**src/ofr_consts.vh**
```
/*
  Constants of the off-core response event filter: register byte offsets,
  field positions of the two 64-bit filter registers, reset values and
  AXI4-Lite answer codes.
  Assumes inclusion by bare name from the filter's design files.
*/
`ifndef OFR_CONSTS_VH
`define OFR_CONSTS_VH

// ---------------------------------------------------------------
// register byte offsets
// ---------------------------------------------------------------
`define OFR_ADDR_F0_LO 8'h00
`define OFR_ADDR_F0_HI 8'h04
`define OFR_ADDR_F1_LO 8'h08
`define OFR_ADDR_F1_HI 8'h0c
`define OFR_ADDR_STAT 8'h10
`define OFR_ADDR_MASK 8'h14
`define OFR_ADDR_CTRL 8'h18
`define OFR_ADDR_CNT0 8'h1c
`define OFR_ADDR_CNT1 8'h20
`define OFR_ADDR_CFG 8'h24

// ---------------------------------------------------------------
// filter field layout
// ---------------------------------------------------------------
`define OFR_REQ_LO_MASK 16'h9c7f
`define OFR_REQ_DEMAND_RD 6'h00
`define OFR_REQ_L1_SW_PF 6'h0a
`define OFR_REQ_HI_LSB 44
`define OFR_REQ_HI_MSB 49
`define OFR_RSP_ANY 16
`define OFR_SUP_LSB 17
`define OFR_SUP_MSB 30
`define OFR_SNP_LSB 31
`define OFR_SNP_MSB 37
`define OFR_LATENCY 63
`define OFR_HI_LATENCY 31

// ---------------------------------------------------------------
// status bits, reset values, answers
// ---------------------------------------------------------------
`define OFR_ST_FAULT 0
`define OFR_ST_BAD0 1
`define OFR_ST_BAD1 2
`define OFR_ST_WRAP0 3
`define OFR_ST_WRAP1 4
`define OFR_ST_PAIR 5
`define OFR_ST_W 6
`define OFR_FILT_RST 64'h0000000000000000
`define OFR_CTRL_RST 2'h0
`define OFR_RESP_OK 2'h0
`define OFR_RESP_SLVERR 2'h2
`define OFR_RESP_DECERR 2'h3

`endif

```
**src/ofr_match.v**
```verilog
/*
  One filter's match logic: checks the programming and decides the
  counter increment for the presented transaction.
  Assumes the transaction fields are stable in the cycle txnValid is high.
*/
`include "ofr_consts.vh"

module ofr_match #(
  parameter CW = 8
) (
  input wire [63:0] filt, // filter register value
  input wire txnValid, // transaction seen this cycle
  input wire [5:0] txnReqIdx, // request kind bit position
  input wire txnIsPrefetch, // issued by L1 or software prefetch
  input wire txnIsWrite, // write class transaction
  input wire [13:0] txnSupplier, // supplier bits 30:17
  input wire txnAnyRsp, // transaction carries an outcome at all
  input wire [6:0] txnProbe, // probe bits 37:31
  input wire [CW-1:0] outstandingCnt, // requests in flight this cycle
  output wire cfgOk, // programming complete and valid
  output wire latMode, // latency accumulation selected
  output reg [CW-1:0] incr // amount to add this cycle
);
  wire [5:0] kind;
  wire reqOk;
  wire rdOk;
  wire wrOk;
  wire reqHit;
  wire supHit;
  wire snpHit;
  wire rspHit;

  assign kind = (txnReqIdx == `OFR_REQ_DEMAND_RD && txnIsPrefetch) ?
                `OFR_REQ_L1_SW_PF : txnReqIdx;
  assign reqOk = |(filt[15:0] & `OFR_REQ_LO_MASK) |
                 |filt[`OFR_REQ_HI_MSB:`OFR_REQ_HI_LSB];
  assign latMode = filt[`OFR_LATENCY];
  assign rdOk = filt[`OFR_RSP_ANY] |
                (|filt[`OFR_SUP_MSB:`OFR_SUP_LSB] & |filt[`OFR_SNP_MSB:`OFR_SNP_LSB]) |
                latMode;
  assign wrOk = filt[`OFR_RSP_ANY] | |filt[`OFR_SUP_MSB:`OFR_SUP_LSB] | latMode;
  assign cfgOk = reqOk & rdOk & wrOk;
  assign reqHit = (kind <= 6'd49) && filt[kind];
  assign supHit = |(filt[`OFR_SUP_MSB:`OFR_SUP_LSB] & txnSupplier);
  assign snpHit = |(filt[`OFR_SNP_MSB:`OFR_SNP_LSB] & txnProbe);
  assign rspHit = filt[`OFR_RSP_ANY] ? txnAnyRsp :
                  (txnIsWrite ? supHit : (supHit & snpHit));

  always @* begin
    incr = {CW{1'b0}};
    if (latMode) begin
      incr = outstandingCnt;
    end else if (txnValid && reqHit && rspHit) begin
      incr = {{(CW-1){1'b0}}, 1'b1};
    end
  end
endmodule // ofr_match

```
**src/ofr_filter_top.v**
```verilog
/*
  Off-core response event filter: two 64-bit filter registers, their
  counters, a sticky status with mask and interrupt, all behind an
  AXI4-Lite slave.
  Assumes transaction inputs come from logic on clk, and the master keeps
  at most one write and one read under way.
*/
`include "ofr_consts.vh"

module ofr_filter_top #(
  parameter CW = 8
) (
  input wire clk, // core clock
  input wire reset, // async reset, active high
  input wire ce, // clock enable, freezes state when low
  input wire [7:0] s_axi_awaddr, // write address
  input wire s_axi_awvalid, // write address valid
  output wire s_axi_awready, // write address ready
  input wire [31:0] s_axi_wdata, // write data
  input wire [3:0] s_axi_wstrb, // write byte strobes
  input wire s_axi_wvalid, // write data valid
  output wire s_axi_wready, // write data ready
  output wire [1:0] s_axi_bresp, // write response
  output wire s_axi_bvalid, // write response valid
  input wire s_axi_bready, // write response ready
  input wire [7:0] s_axi_araddr, // read address
  input wire s_axi_arvalid, // read address valid
  output wire s_axi_arready, // read address ready
  output wire [31:0] s_axi_rdata, // read data
  output wire [1:0] s_axi_rresp, // read response
  output wire s_axi_rvalid, // read data valid
  input wire s_axi_rready, // read data ready
  input wire txnValid, // off-core transaction this cycle
  input wire [5:0] txnReqIdx, // request kind bit position
  input wire txnIsPrefetch, // prefetch-issued request
  input wire txnIsWrite, // write class transaction
  input wire [13:0] txnSupplier, // supplier bits
  input wire txnAnyRsp, // transaction has an outcome
  input wire [6:0] txnProbe, // probe bits
  input wire [CW-1:0] outstandingCnt, // requests in flight
  output wire [CW-1:0] countInc0, // increment for first counter
  output wire [CW-1:0] countInc1, // increment for second counter
  output wire protectionFault, // illegal write pulse
  output wire irq // level interrupt
);

  // ---------------------------------------------------------------
  // state
  // ---------------------------------------------------------------
  reg [63:0] filt0_q;
  reg [63:0] filt1_q;
  reg [`OFR_ST_W-1:0] status_q;
  reg [`OFR_ST_W-1:0] mask_q;
  reg [1:0] ctrl_q;
  reg [31:0] cnt0_q;
  reg [31:0] cnt1_q;
  reg [CW-1:0] inc0_q;
  reg [CW-1:0] inc1_q;
  reg fault_q;
  reg awHeld_q;
  reg wHeld_q;
  reg [7:0] awAddr_q;
  reg [31:0] wData_q;
  reg [3:0] wStrb_q;
  reg bValid_q;
  reg [1:0] bResp_q;
  reg rValid_q;
  reg [31:0] rData_q;
  reg [1:0] rResp_q;

  wire cfgOk0;
  wire cfgOk1;
  wire lat0;
  wire lat1;
  wire [CW-1:0] inc0;
  wire [CW-1:0] inc1;
  wire doWrite;
  wire badHi1;
  wire mapped;
  wire [`OFR_ST_W-1:0] stSet;
  wire [`OFR_ST_W-1:0] stClr;
  wire [32:0] sum0;
  wire [32:0] sum1;
  wire latBad;
  wire pairBad;
  wire [31:0] maskWr;
  wire [31:0] ctrlWr;

  // ---------------------------------------------------------------
  // helpers
  // ---------------------------------------------------------------
  function [31:0] merge;
    input [31:0] old;
    input [31:0] nw;
    input [3:0] strb;
    integer i;
    begin
      merge = old;
      for (i = 0; i < 4; i = i + 1) begin
        if (strb[i]) begin
          merge[i*8 +: 8] = nw[i*8 +: 8];
        end
      end
    end
  endfunction

  function known;
    input [7:0] a;
    begin
      known = (a == `OFR_ADDR_F0_LO) || (a == `OFR_ADDR_F0_HI) ||
              (a == `OFR_ADDR_F1_LO) || (a == `OFR_ADDR_F1_HI) ||
              (a == `OFR_ADDR_STAT) || (a == `OFR_ADDR_MASK) ||
              (a == `OFR_ADDR_CTRL) || (a == `OFR_ADDR_CNT0) ||
              (a == `OFR_ADDR_CNT1) || (a == `OFR_ADDR_CFG);
    end
  endfunction

  // ---------------------------------------------------------------
  // write channel
  // ---------------------------------------------------------------
  // address and data are caught separately so either may come first
  assign s_axi_awready = !awHeld_q && !bValid_q;
  assign s_axi_wready = !wHeld_q && !bValid_q;
  assign doWrite = awHeld_q && wHeld_q && !bValid_q;
  assign mapped = known(awAddr_q);
  // a set latency bit in the second filter is refused whole
  assign badHi1 = (awAddr_q == `OFR_ADDR_F1_HI) && wStrb_q[3] &&
                  wData_q[`OFR_HI_LATENCY];
  assign s_axi_bvalid = bValid_q;
  assign s_axi_bresp = bResp_q;

  always @(posedge clk or posedge reset) begin
    if (reset) begin
      awHeld_q <= 1'b0;
      wHeld_q <= 1'b0;
      awAddr_q <= 8'h00;
      wData_q <= 32'h00000000;
      wStrb_q <= 4'h0;
      bValid_q <= 1'b0;
      bResp_q <= `OFR_RESP_OK;
    end else if (ce) begin
      if (s_axi_awvalid && s_axi_awready) begin
        awHeld_q <= 1'b1;
        awAddr_q <= s_axi_awaddr;
      end
      if (s_axi_wvalid && s_axi_wready) begin
        wHeld_q <= 1'b1;
        wData_q <= s_axi_wdata;
        wStrb_q <= s_axi_wstrb;
      end
      if (doWrite) begin
        awHeld_q <= 1'b0;
        wHeld_q <= 1'b0;
        bValid_q <= 1'b1;
        if (!mapped) begin
          bResp_q <= `OFR_RESP_DECERR;
        end else if (badHi1) begin
          bResp_q <= `OFR_RESP_SLVERR;
        end else begin
          bResp_q <= `OFR_RESP_OK;
        end
      end else if (bValid_q && s_axi_bready) begin
        bValid_q <= 1'b0;
      end
    end
  end

  // ---------------------------------------------------------------
  // filter and control registers
  // ---------------------------------------------------------------
  // merged word kept whole so the register takes its own width on purpose
  assign maskWr = merge({{(32-`OFR_ST_W){1'b0}}, mask_q}, wData_q, wStrb_q);
  assign ctrlWr = merge({30'h0, ctrl_q}, wData_q, wStrb_q);

  always @(posedge clk or posedge reset) begin
    if (reset) begin
      filt0_q <= `OFR_FILT_RST;
      filt1_q <= `OFR_FILT_RST;
      mask_q <= {`OFR_ST_W{1'b0}};
      ctrl_q <= `OFR_CTRL_RST;
      fault_q <= 1'b0;
    end else if (ce) begin
      fault_q <= doWrite && badHi1;
      if (doWrite && !badHi1) begin
        case (awAddr_q)
          `OFR_ADDR_F0_LO: filt0_q[31:0] <= merge(filt0_q[31:0], wData_q, wStrb_q);
          `OFR_ADDR_F0_HI: filt0_q[63:32] <= merge(filt0_q[63:32], wData_q, wStrb_q);
          `OFR_ADDR_F1_LO: filt1_q[31:0] <= merge(filt1_q[31:0], wData_q, wStrb_q);
          `OFR_ADDR_F1_HI: filt1_q[63:32] <= merge(filt1_q[63:32], wData_q, wStrb_q);
          `OFR_ADDR_MASK: mask_q <= maskWr[`OFR_ST_W-1:0];
          `OFR_ADDR_CTRL: ctrl_q <= ctrlWr[1:0];
          default: ctrl_q <= ctrl_q;
        endcase
      end
    end
  end

  // ---------------------------------------------------------------
  // match logic
  // ---------------------------------------------------------------
  ofr_match #(.CW(CW)) uMatch0 (
    .filt(filt0_q),
    .txnValid(txnValid),
    .txnReqIdx(txnReqIdx),
    .txnIsPrefetch(txnIsPrefetch),
    .txnIsWrite(txnIsWrite),
    .txnSupplier(txnSupplier),
    .txnAnyRsp(txnAnyRsp),
    .txnProbe(txnProbe),
    .outstandingCnt(outstandingCnt),
    .cfgOk(cfgOk0),
    .latMode(lat0),
    .incr(inc0)
  );

  ofr_match #(.CW(CW)) uMatch1 (
    .filt(filt1_q),
    .txnValid(txnValid),
    .txnReqIdx(txnReqIdx),
    .txnIsPrefetch(txnIsPrefetch),
    .txnIsWrite(txnIsWrite),
    .txnSupplier(txnSupplier),
    .txnAnyRsp(txnAnyRsp),
    .txnProbe(txnProbe),
    .outstandingCnt(outstandingCnt),
    .cfgOk(cfgOk1),
    .latMode(lat1),
    .incr(inc1)
  );

  // latency bit must stand alone among outcome bits
  assign latBad = lat0 && (|filt0_q[`OFR_SNP_MSB:`OFR_RSP_ANY]);
  // latency needs the second counter counting the same requests
  assign pairBad = lat0 && ctrl_q[0] &&
                   (!ctrl_q[1] || filt0_q[15:0] != filt1_q[15:0] ||
                    filt0_q[49:44] != filt1_q[49:44]);

  // ---------------------------------------------------------------
  // counters
  // ---------------------------------------------------------------
  assign sum0 = {1'b0, cnt0_q} + {{(33-CW){1'b0}}, inc0_q};
  assign sum1 = {1'b0, cnt1_q} + {{(33-CW){1'b0}}, inc1_q};
  assign countInc0 = inc0_q;
  assign countInc1 = inc1_q;
  assign protectionFault = fault_q;

  always @(posedge clk or posedge reset) begin
    if (reset) begin
      inc0_q <= {CW{1'b0}};
      inc1_q <= {CW{1'b0}};
      cnt0_q <= 32'h00000000;
      cnt1_q <= 32'h00000000;
    end else if (ce) begin
      // an incomplete filter counts nothing
      inc0_q <= (ctrl_q[0] && cfgOk0 && !latBad) ? inc0 : {CW{1'b0}};
      inc1_q <= (ctrl_q[1] && cfgOk1) ? inc1 : {CW{1'b0}};
      if (doWrite && awAddr_q == `OFR_ADDR_CNT0) begin
        cnt0_q <= merge(cnt0_q, wData_q, wStrb_q);
      end else begin
        cnt0_q <= sum0[31:0];
      end
      if (doWrite && awAddr_q == `OFR_ADDR_CNT1) begin
        cnt1_q <= merge(cnt1_q, wData_q, wStrb_q);
      end else begin
        cnt1_q <= sum1[31:0];
      end
    end
  end

  // ---------------------------------------------------------------
  // status and interrupt
  // ---------------------------------------------------------------
  assign stSet = {pairBad, sum1[32], sum0[32],
                  ctrl_q[1] && !cfgOk1, ctrl_q[0] && (!cfgOk0 || latBad),
                  doWrite && badHi1};
  assign stClr = (doWrite && awAddr_q == `OFR_ADDR_STAT && wStrb_q[0]) ?
                 wData_q[`OFR_ST_W-1:0] : {`OFR_ST_W{1'b0}};
  assign irq = |(status_q & mask_q);

  always @(posedge clk or posedge reset) begin
    if (reset) begin
      status_q <= {`OFR_ST_W{1'b0}};
    end else if (ce) begin
      // a new event beats a clear in the same cycle
      status_q <= (status_q & ~stClr) | stSet;
    end
  end

  // ---------------------------------------------------------------
  // read channel
  // ---------------------------------------------------------------
  assign s_axi_arready = !rValid_q;
  assign s_axi_rvalid = rValid_q;
  assign s_axi_rdata = rData_q;
  assign s_axi_rresp = rResp_q;

  always @(posedge clk or posedge reset) begin
    if (reset) begin
      rValid_q <= 1'b0;
      rData_q <= 32'h00000000;
      rResp_q <= `OFR_RESP_OK;
    end else if (ce) begin
      if (s_axi_arvalid && !rValid_q) begin
        rValid_q <= 1'b1;
        rResp_q <= known(s_axi_araddr) ? `OFR_RESP_OK : `OFR_RESP_DECERR;
        case (s_axi_araddr)
          `OFR_ADDR_F0_LO: rData_q <= filt0_q[31:0];
          `OFR_ADDR_F0_HI: rData_q <= filt0_q[63:32];
          `OFR_ADDR_F1_LO: rData_q <= filt1_q[31:0];
          `OFR_ADDR_F1_HI: rData_q <= filt1_q[63:32];
          `OFR_ADDR_STAT: rData_q <= {{(32-`OFR_ST_W){1'b0}}, status_q};
          `OFR_ADDR_MASK: rData_q <= {{(32-`OFR_ST_W){1'b0}}, mask_q};
          `OFR_ADDR_CTRL: rData_q <= {30'h00000000, ctrl_q};
          `OFR_ADDR_CNT0: rData_q <= cnt0_q;
          `OFR_ADDR_CNT1: rData_q <= cnt1_q;
          `OFR_ADDR_CFG: rData_q <= {27'h0000000, latBad, lat1, lat0, cfgOk1, cfgOk0};
          default: rData_q <= 32'h00000000;
        endcase
      end else if (rValid_q && s_axi_rready) begin
        rValid_q <= 1'b0;
      end
    end
  end
endmodule // ofr_filter_top

```
**config.mk**
```make
export PLATFORM = sky130hd
export DESIGN_NAME = ofr_filter_top
export DESIGN_NICKNAME = d
export VERILOG_FILES = /design/src/ofr_match.v /design/src/ofr_filter_top.v
export VERILOG_INCLUDE_DIRS = /design/src
export SDC_FILE = /design/constraint.sdc
export NUM_CORES = 1
export LEC_CHECK = 0
export BUFFER_PORTS_ARGS = -buffer_cell sky130_fd_sc_hd__buf_4
export CORE_MARGIN = 1
export CORE_UTILIZATION = 50
export DETAILED_ROUTE_END_ITERATION = 10
export PLACE_DENSITY = 0.73
export SLEW_MARGIN = 30
export SYNTH_ARGS = -nofsm -noshare
export SYNTH_HDL_FRONTEND = slang
export SYNTH_HIERARCHICAL = 1
export SYNTH_SLANG_ARGS = --single-unit
```
**constraint.sdc**
```tcl
create_clock -name clk -period 20.1 [get_ports clk]
set_input_delay 1.005 -clock clk [delete_from_list [all_inputs] [get_ports clk]]
set_output_delay 1.005 -clock clk [all_outputs]
set_load 0.02 [all_outputs]
```
==> impl_metrics.toml <==
[run_status]
status = "complete, no violations"

[power_and_ir_drop]
p_int_mw = 1.21
power_frac_comb_pct = 16.9
swShare_pct = 34.6
ir_drop_v = 0.000101
clockPowerShare_pct = 34.0
power_density_mw_per_mm2 = 92.1
p_sw_mw = 0.639
p_seq_share_pct = 49.1
power.leakage_nw = 8.86

[synth]
synthCells = 1665
yosysTopAreaCellShare_pct = 43.8
synth.top_cells.by_area = "dfrtp_1 44%, mux2_2 13%, nand2_1 3.1%"
syn_nets = 1782
ys_types = 87
synth_ff_type = "dfrtp_1"
syn-cell-area_mm2 = 0.0175
synth_warnings = 6
post-synth-top-area-cell = "dfrtp_1"
seq_area_frac_synth_pct = 43.8
async_flop_share_pct = 100
synth_edf_count = 0
synth.ff_latch_count = 306
avgSynthCellArea_um2 = 10.5

[cts]
cts_setup_buffers = 0
cts_tree = "yes"
numCtsBuffers = 36
clk_pin_slew_ns = 0.06
cts_resized = 0
htree_levels = 2
cts_sinks = 306
clockBufferDepth = 3
cts-root-buf = "clkbuf_16"
cts_hold_buf = 0
clk_latency_ns = 0.53

[place]
dpl.cell_count = 2191
place_area_mm2 = 0.0189
finalWeightedCongestion = 1.00
hpwlAfterDp_um = 43000
port_buffers = 157

[routing]
first_pass_iters = 6
vias = 15500
drcViolationCount = 0
totalWireLength_um = 59700
wl_per_cell_um = 26.5
drt_iter0_markers = 1961
detail-route-antenna-nets = 0
viasPerCell = 6.88

[critical_path]
cpPeakStageDelay_ns = 0.68
required_ns = 20.51
timing_worst_setup_path_type = "in2reg"
crit_chain = "buf_4 -> buf_4 -> inv_1 -> buf_4 -> nor2_1 -> nand2_1 -> mux2_2"
cp.arrival_ns = 4.07
crit_fanout = 63
endpoint_kind = "flop"
cp_common_cell = "buf_4"
cpMaxStageDelayCell = "buf_4"
worst_setup_path_start_kind = "input port"

[layout]
multiInputGateArea_mm2 = 0.00925
design_area_mm2 = 0.0201
seqCellArea_mm2 = 0.00766
nFillCells = 2918
drive_above_1_share_pct = 26.4
instances_no_fill = 2258
nets = 1893
area_delta_synth_final_pct = 14.9

[sta]
slew_headroom_pct = 33.5
rsz0062_at_grt = "false"
fin_tns_setup_ns = 0
skew_ns = 0.0121
period_needed_ns = 3.66
clock.fmax_ghz = 0.273
fin_crit_sh_pct = 18.2
final-setup-viol-count = 0
hold_violations = 0
slew_violations = 0
tightest_slew_ns = 0.997

[global_routing]
met1_usage_pct = 43.9
grt_usage_pct = 33.3
grt_pass1_wl_um = 90800
grt_pass1_vias = 15000
antenna_found_initial = 0
grtUsageMet2_pct = 52.5
grt_max_degree = 186
grt-ovfl-total = 0
top_usage_layer = "met2"
grt_util_met3_pct = 6.41

[floorplanning]
dieArea_mm2 = 0.0357
initial_core_util_pct = 50.7
coreArea_mm2 = 0.0345
die_h_um = 189
fp.dieW_um = 189
ios = 158
rows = 68

[job]
drv_cap = 0

[worst_hold_path]
hold_class = "in2async"
## state kept, by name (all words and copies together) (netlist names)
name and flops:
filt0_q 64, filt1_q 64, cnt0_q 32, cnt1_q 32, s_axi_rdata 32, wData_q 32
awAddr_q 8, countInc0 8, countInc1 8, mask_q 6, status_q 6, wStrb_q 4
ctrl_q 2, s_axi_bresp 2, awHeld_q 1, protectionFault 1, s_axi_bvalid 1, s_axi_rresp 1
s_axi_rvalid 1, wHeld_q 1
## per-layer routing
metal,wire [um],part of all wire [%],up-vias
met5,0,0,-
met1,23500,39,7717
met4,3170,5.3,0
met3,5440,9.1,203
li1,-,-,6630
met2,27600,46,992
## cell usage after synthesis, types with 7 or more instances
library cell	instances
a31oi_1	10
a222oi_1	21
nor2b_1	7
o2bb2ai_1	9
mux4_1	12
nand4_1	26
a22oi_1	42
o211ai_1	12
buf_2	7
mux2_2	208
inv_1	29
nor3_1	37
o21ai_0	66
a22o_1	22
a221oi_1	33
and4_1	7
a21o_1	8
a311oi_1	8
o22ai_1	34
nor2_1	100
a32oi_1	12
clkbuf_1	70
dfrtp_1	306
and2_1	25
nand3_1	36
a211oi_1	16
and3_1	27
nor4_1	27
a2bb2oi_1	13
a21oi_1	57
nand2_1	146
ha_1	16
buf_6	9
xor2_1	19
nand2b_1	13
mux2i_1	26
xnor2_1	14
## worst paths after layout
kind                                start             end  slack (ns)  cells past startpoint
min reg2reg                s_axi_rdata[2]  s_axi_rdata[2]        0.48                      2
max                                    ce     filt0_q[20]       16.44                      7
max in group asynchronous           reset       cnt0_q[1]       18.29                      4
min in group clk           s_axi_rdata[2]  s_axi_rdata[2]        0.48                      2
max reg2reg                   filt0_q[16]    countInc0[5]       16.84                      7
min                                 reset     filt0_q[58]        0.48                      2
## cells in the final DEF (no fill, tap or decap), types with 12 or more instances in the layout
| cell | n |
|---|---|
| dfrtp_1 | 306 |
| mux2_2 | 208 |
| buf_4 | 168 |
| nand2_1 | 146 |
| nor2_1 | 100 |
| o21ai_0 | 66 |
| a21oi_1 | 57 |
| a22oi_1 | 42 |
| nor3_1 | 36 |
| clkbuf_16 | 36 |
| nand3_1 | 35 |
| o22ai_1 | 34 |
| a221oi_1 | 33 |
| inv_1 | 28 |
| nor4_1 | 27 |
| nand4_1 | 26 |
| and3_1 | 26 |
| mux2i_1 | 26 |
| and2_1 | 25 |
| a22o_1 | 22 |
| a222oi_1 | 21 |
| xor2_1 | 19 |
| a211oi_1 | 16 |
| ha_1 | 16 |
| xnor2_1 | 14 |
| nand2b_1 | 13 |
| a2bb2oi_1 | 13 |
| o211ai_1 | 12 |
| a32oi_1 | 12 |
| mux4_1 | 12 |
## power groups by stage
stage               clock, mW  combinational (mW)  sequential (mW)
floorplan                   0               0.248            0.782
global placement            0               0.297            0.907
detailed placement          0               0.305            0.909
CTS                     0.634               0.307            0.899
global route            0.656               0.337            0.910
finish                  0.629               0.312            0.908
## per-stage QoR
stage               worst slack (ns)  utilization, %  power (mW)  hold slack (ns)
finish                         16.44            58.3        1.85            0.477
global route                   16.31            58.3        1.90            0.501
CTS                            16.55            58.1        1.84            0.490
detailed placement             16.00            54.8        1.21            0.477
global placement               16.12            54.8        1.20            0.471
floorplan                      10.64               -        1.03            0.463
## area by class of cell
type	count	area share, %
sequential	306	38.1
clock buffer	53	5.15
clock inverter	11	0.474
tap	455	2.84
antenna	1	0.0125
multi-input combinational	1230	46.1
timing repair buffer	173	6.75
inverter	29	0.580
## kinds of logic after synthesis
logic type	share of synthesized area, %
buffers and inverters	3.35
muxes	17.0
AOI/OAI and AO/OA	17.7
adders and majority gates	1.38
and+or+nand+nor	15.1
DFF	43.8
xor gates and xnor gates	1.65
## critical path: cells and delay by family
| kind | cells | cell delay, ns |
|---|---|---|
| buffers and inverters | 4 | 1.50 |
| muxes | 1 | 0.39 |
| and+or+nand+nor | 2 | 1.10 |
(Power assumes the default switching activity.)
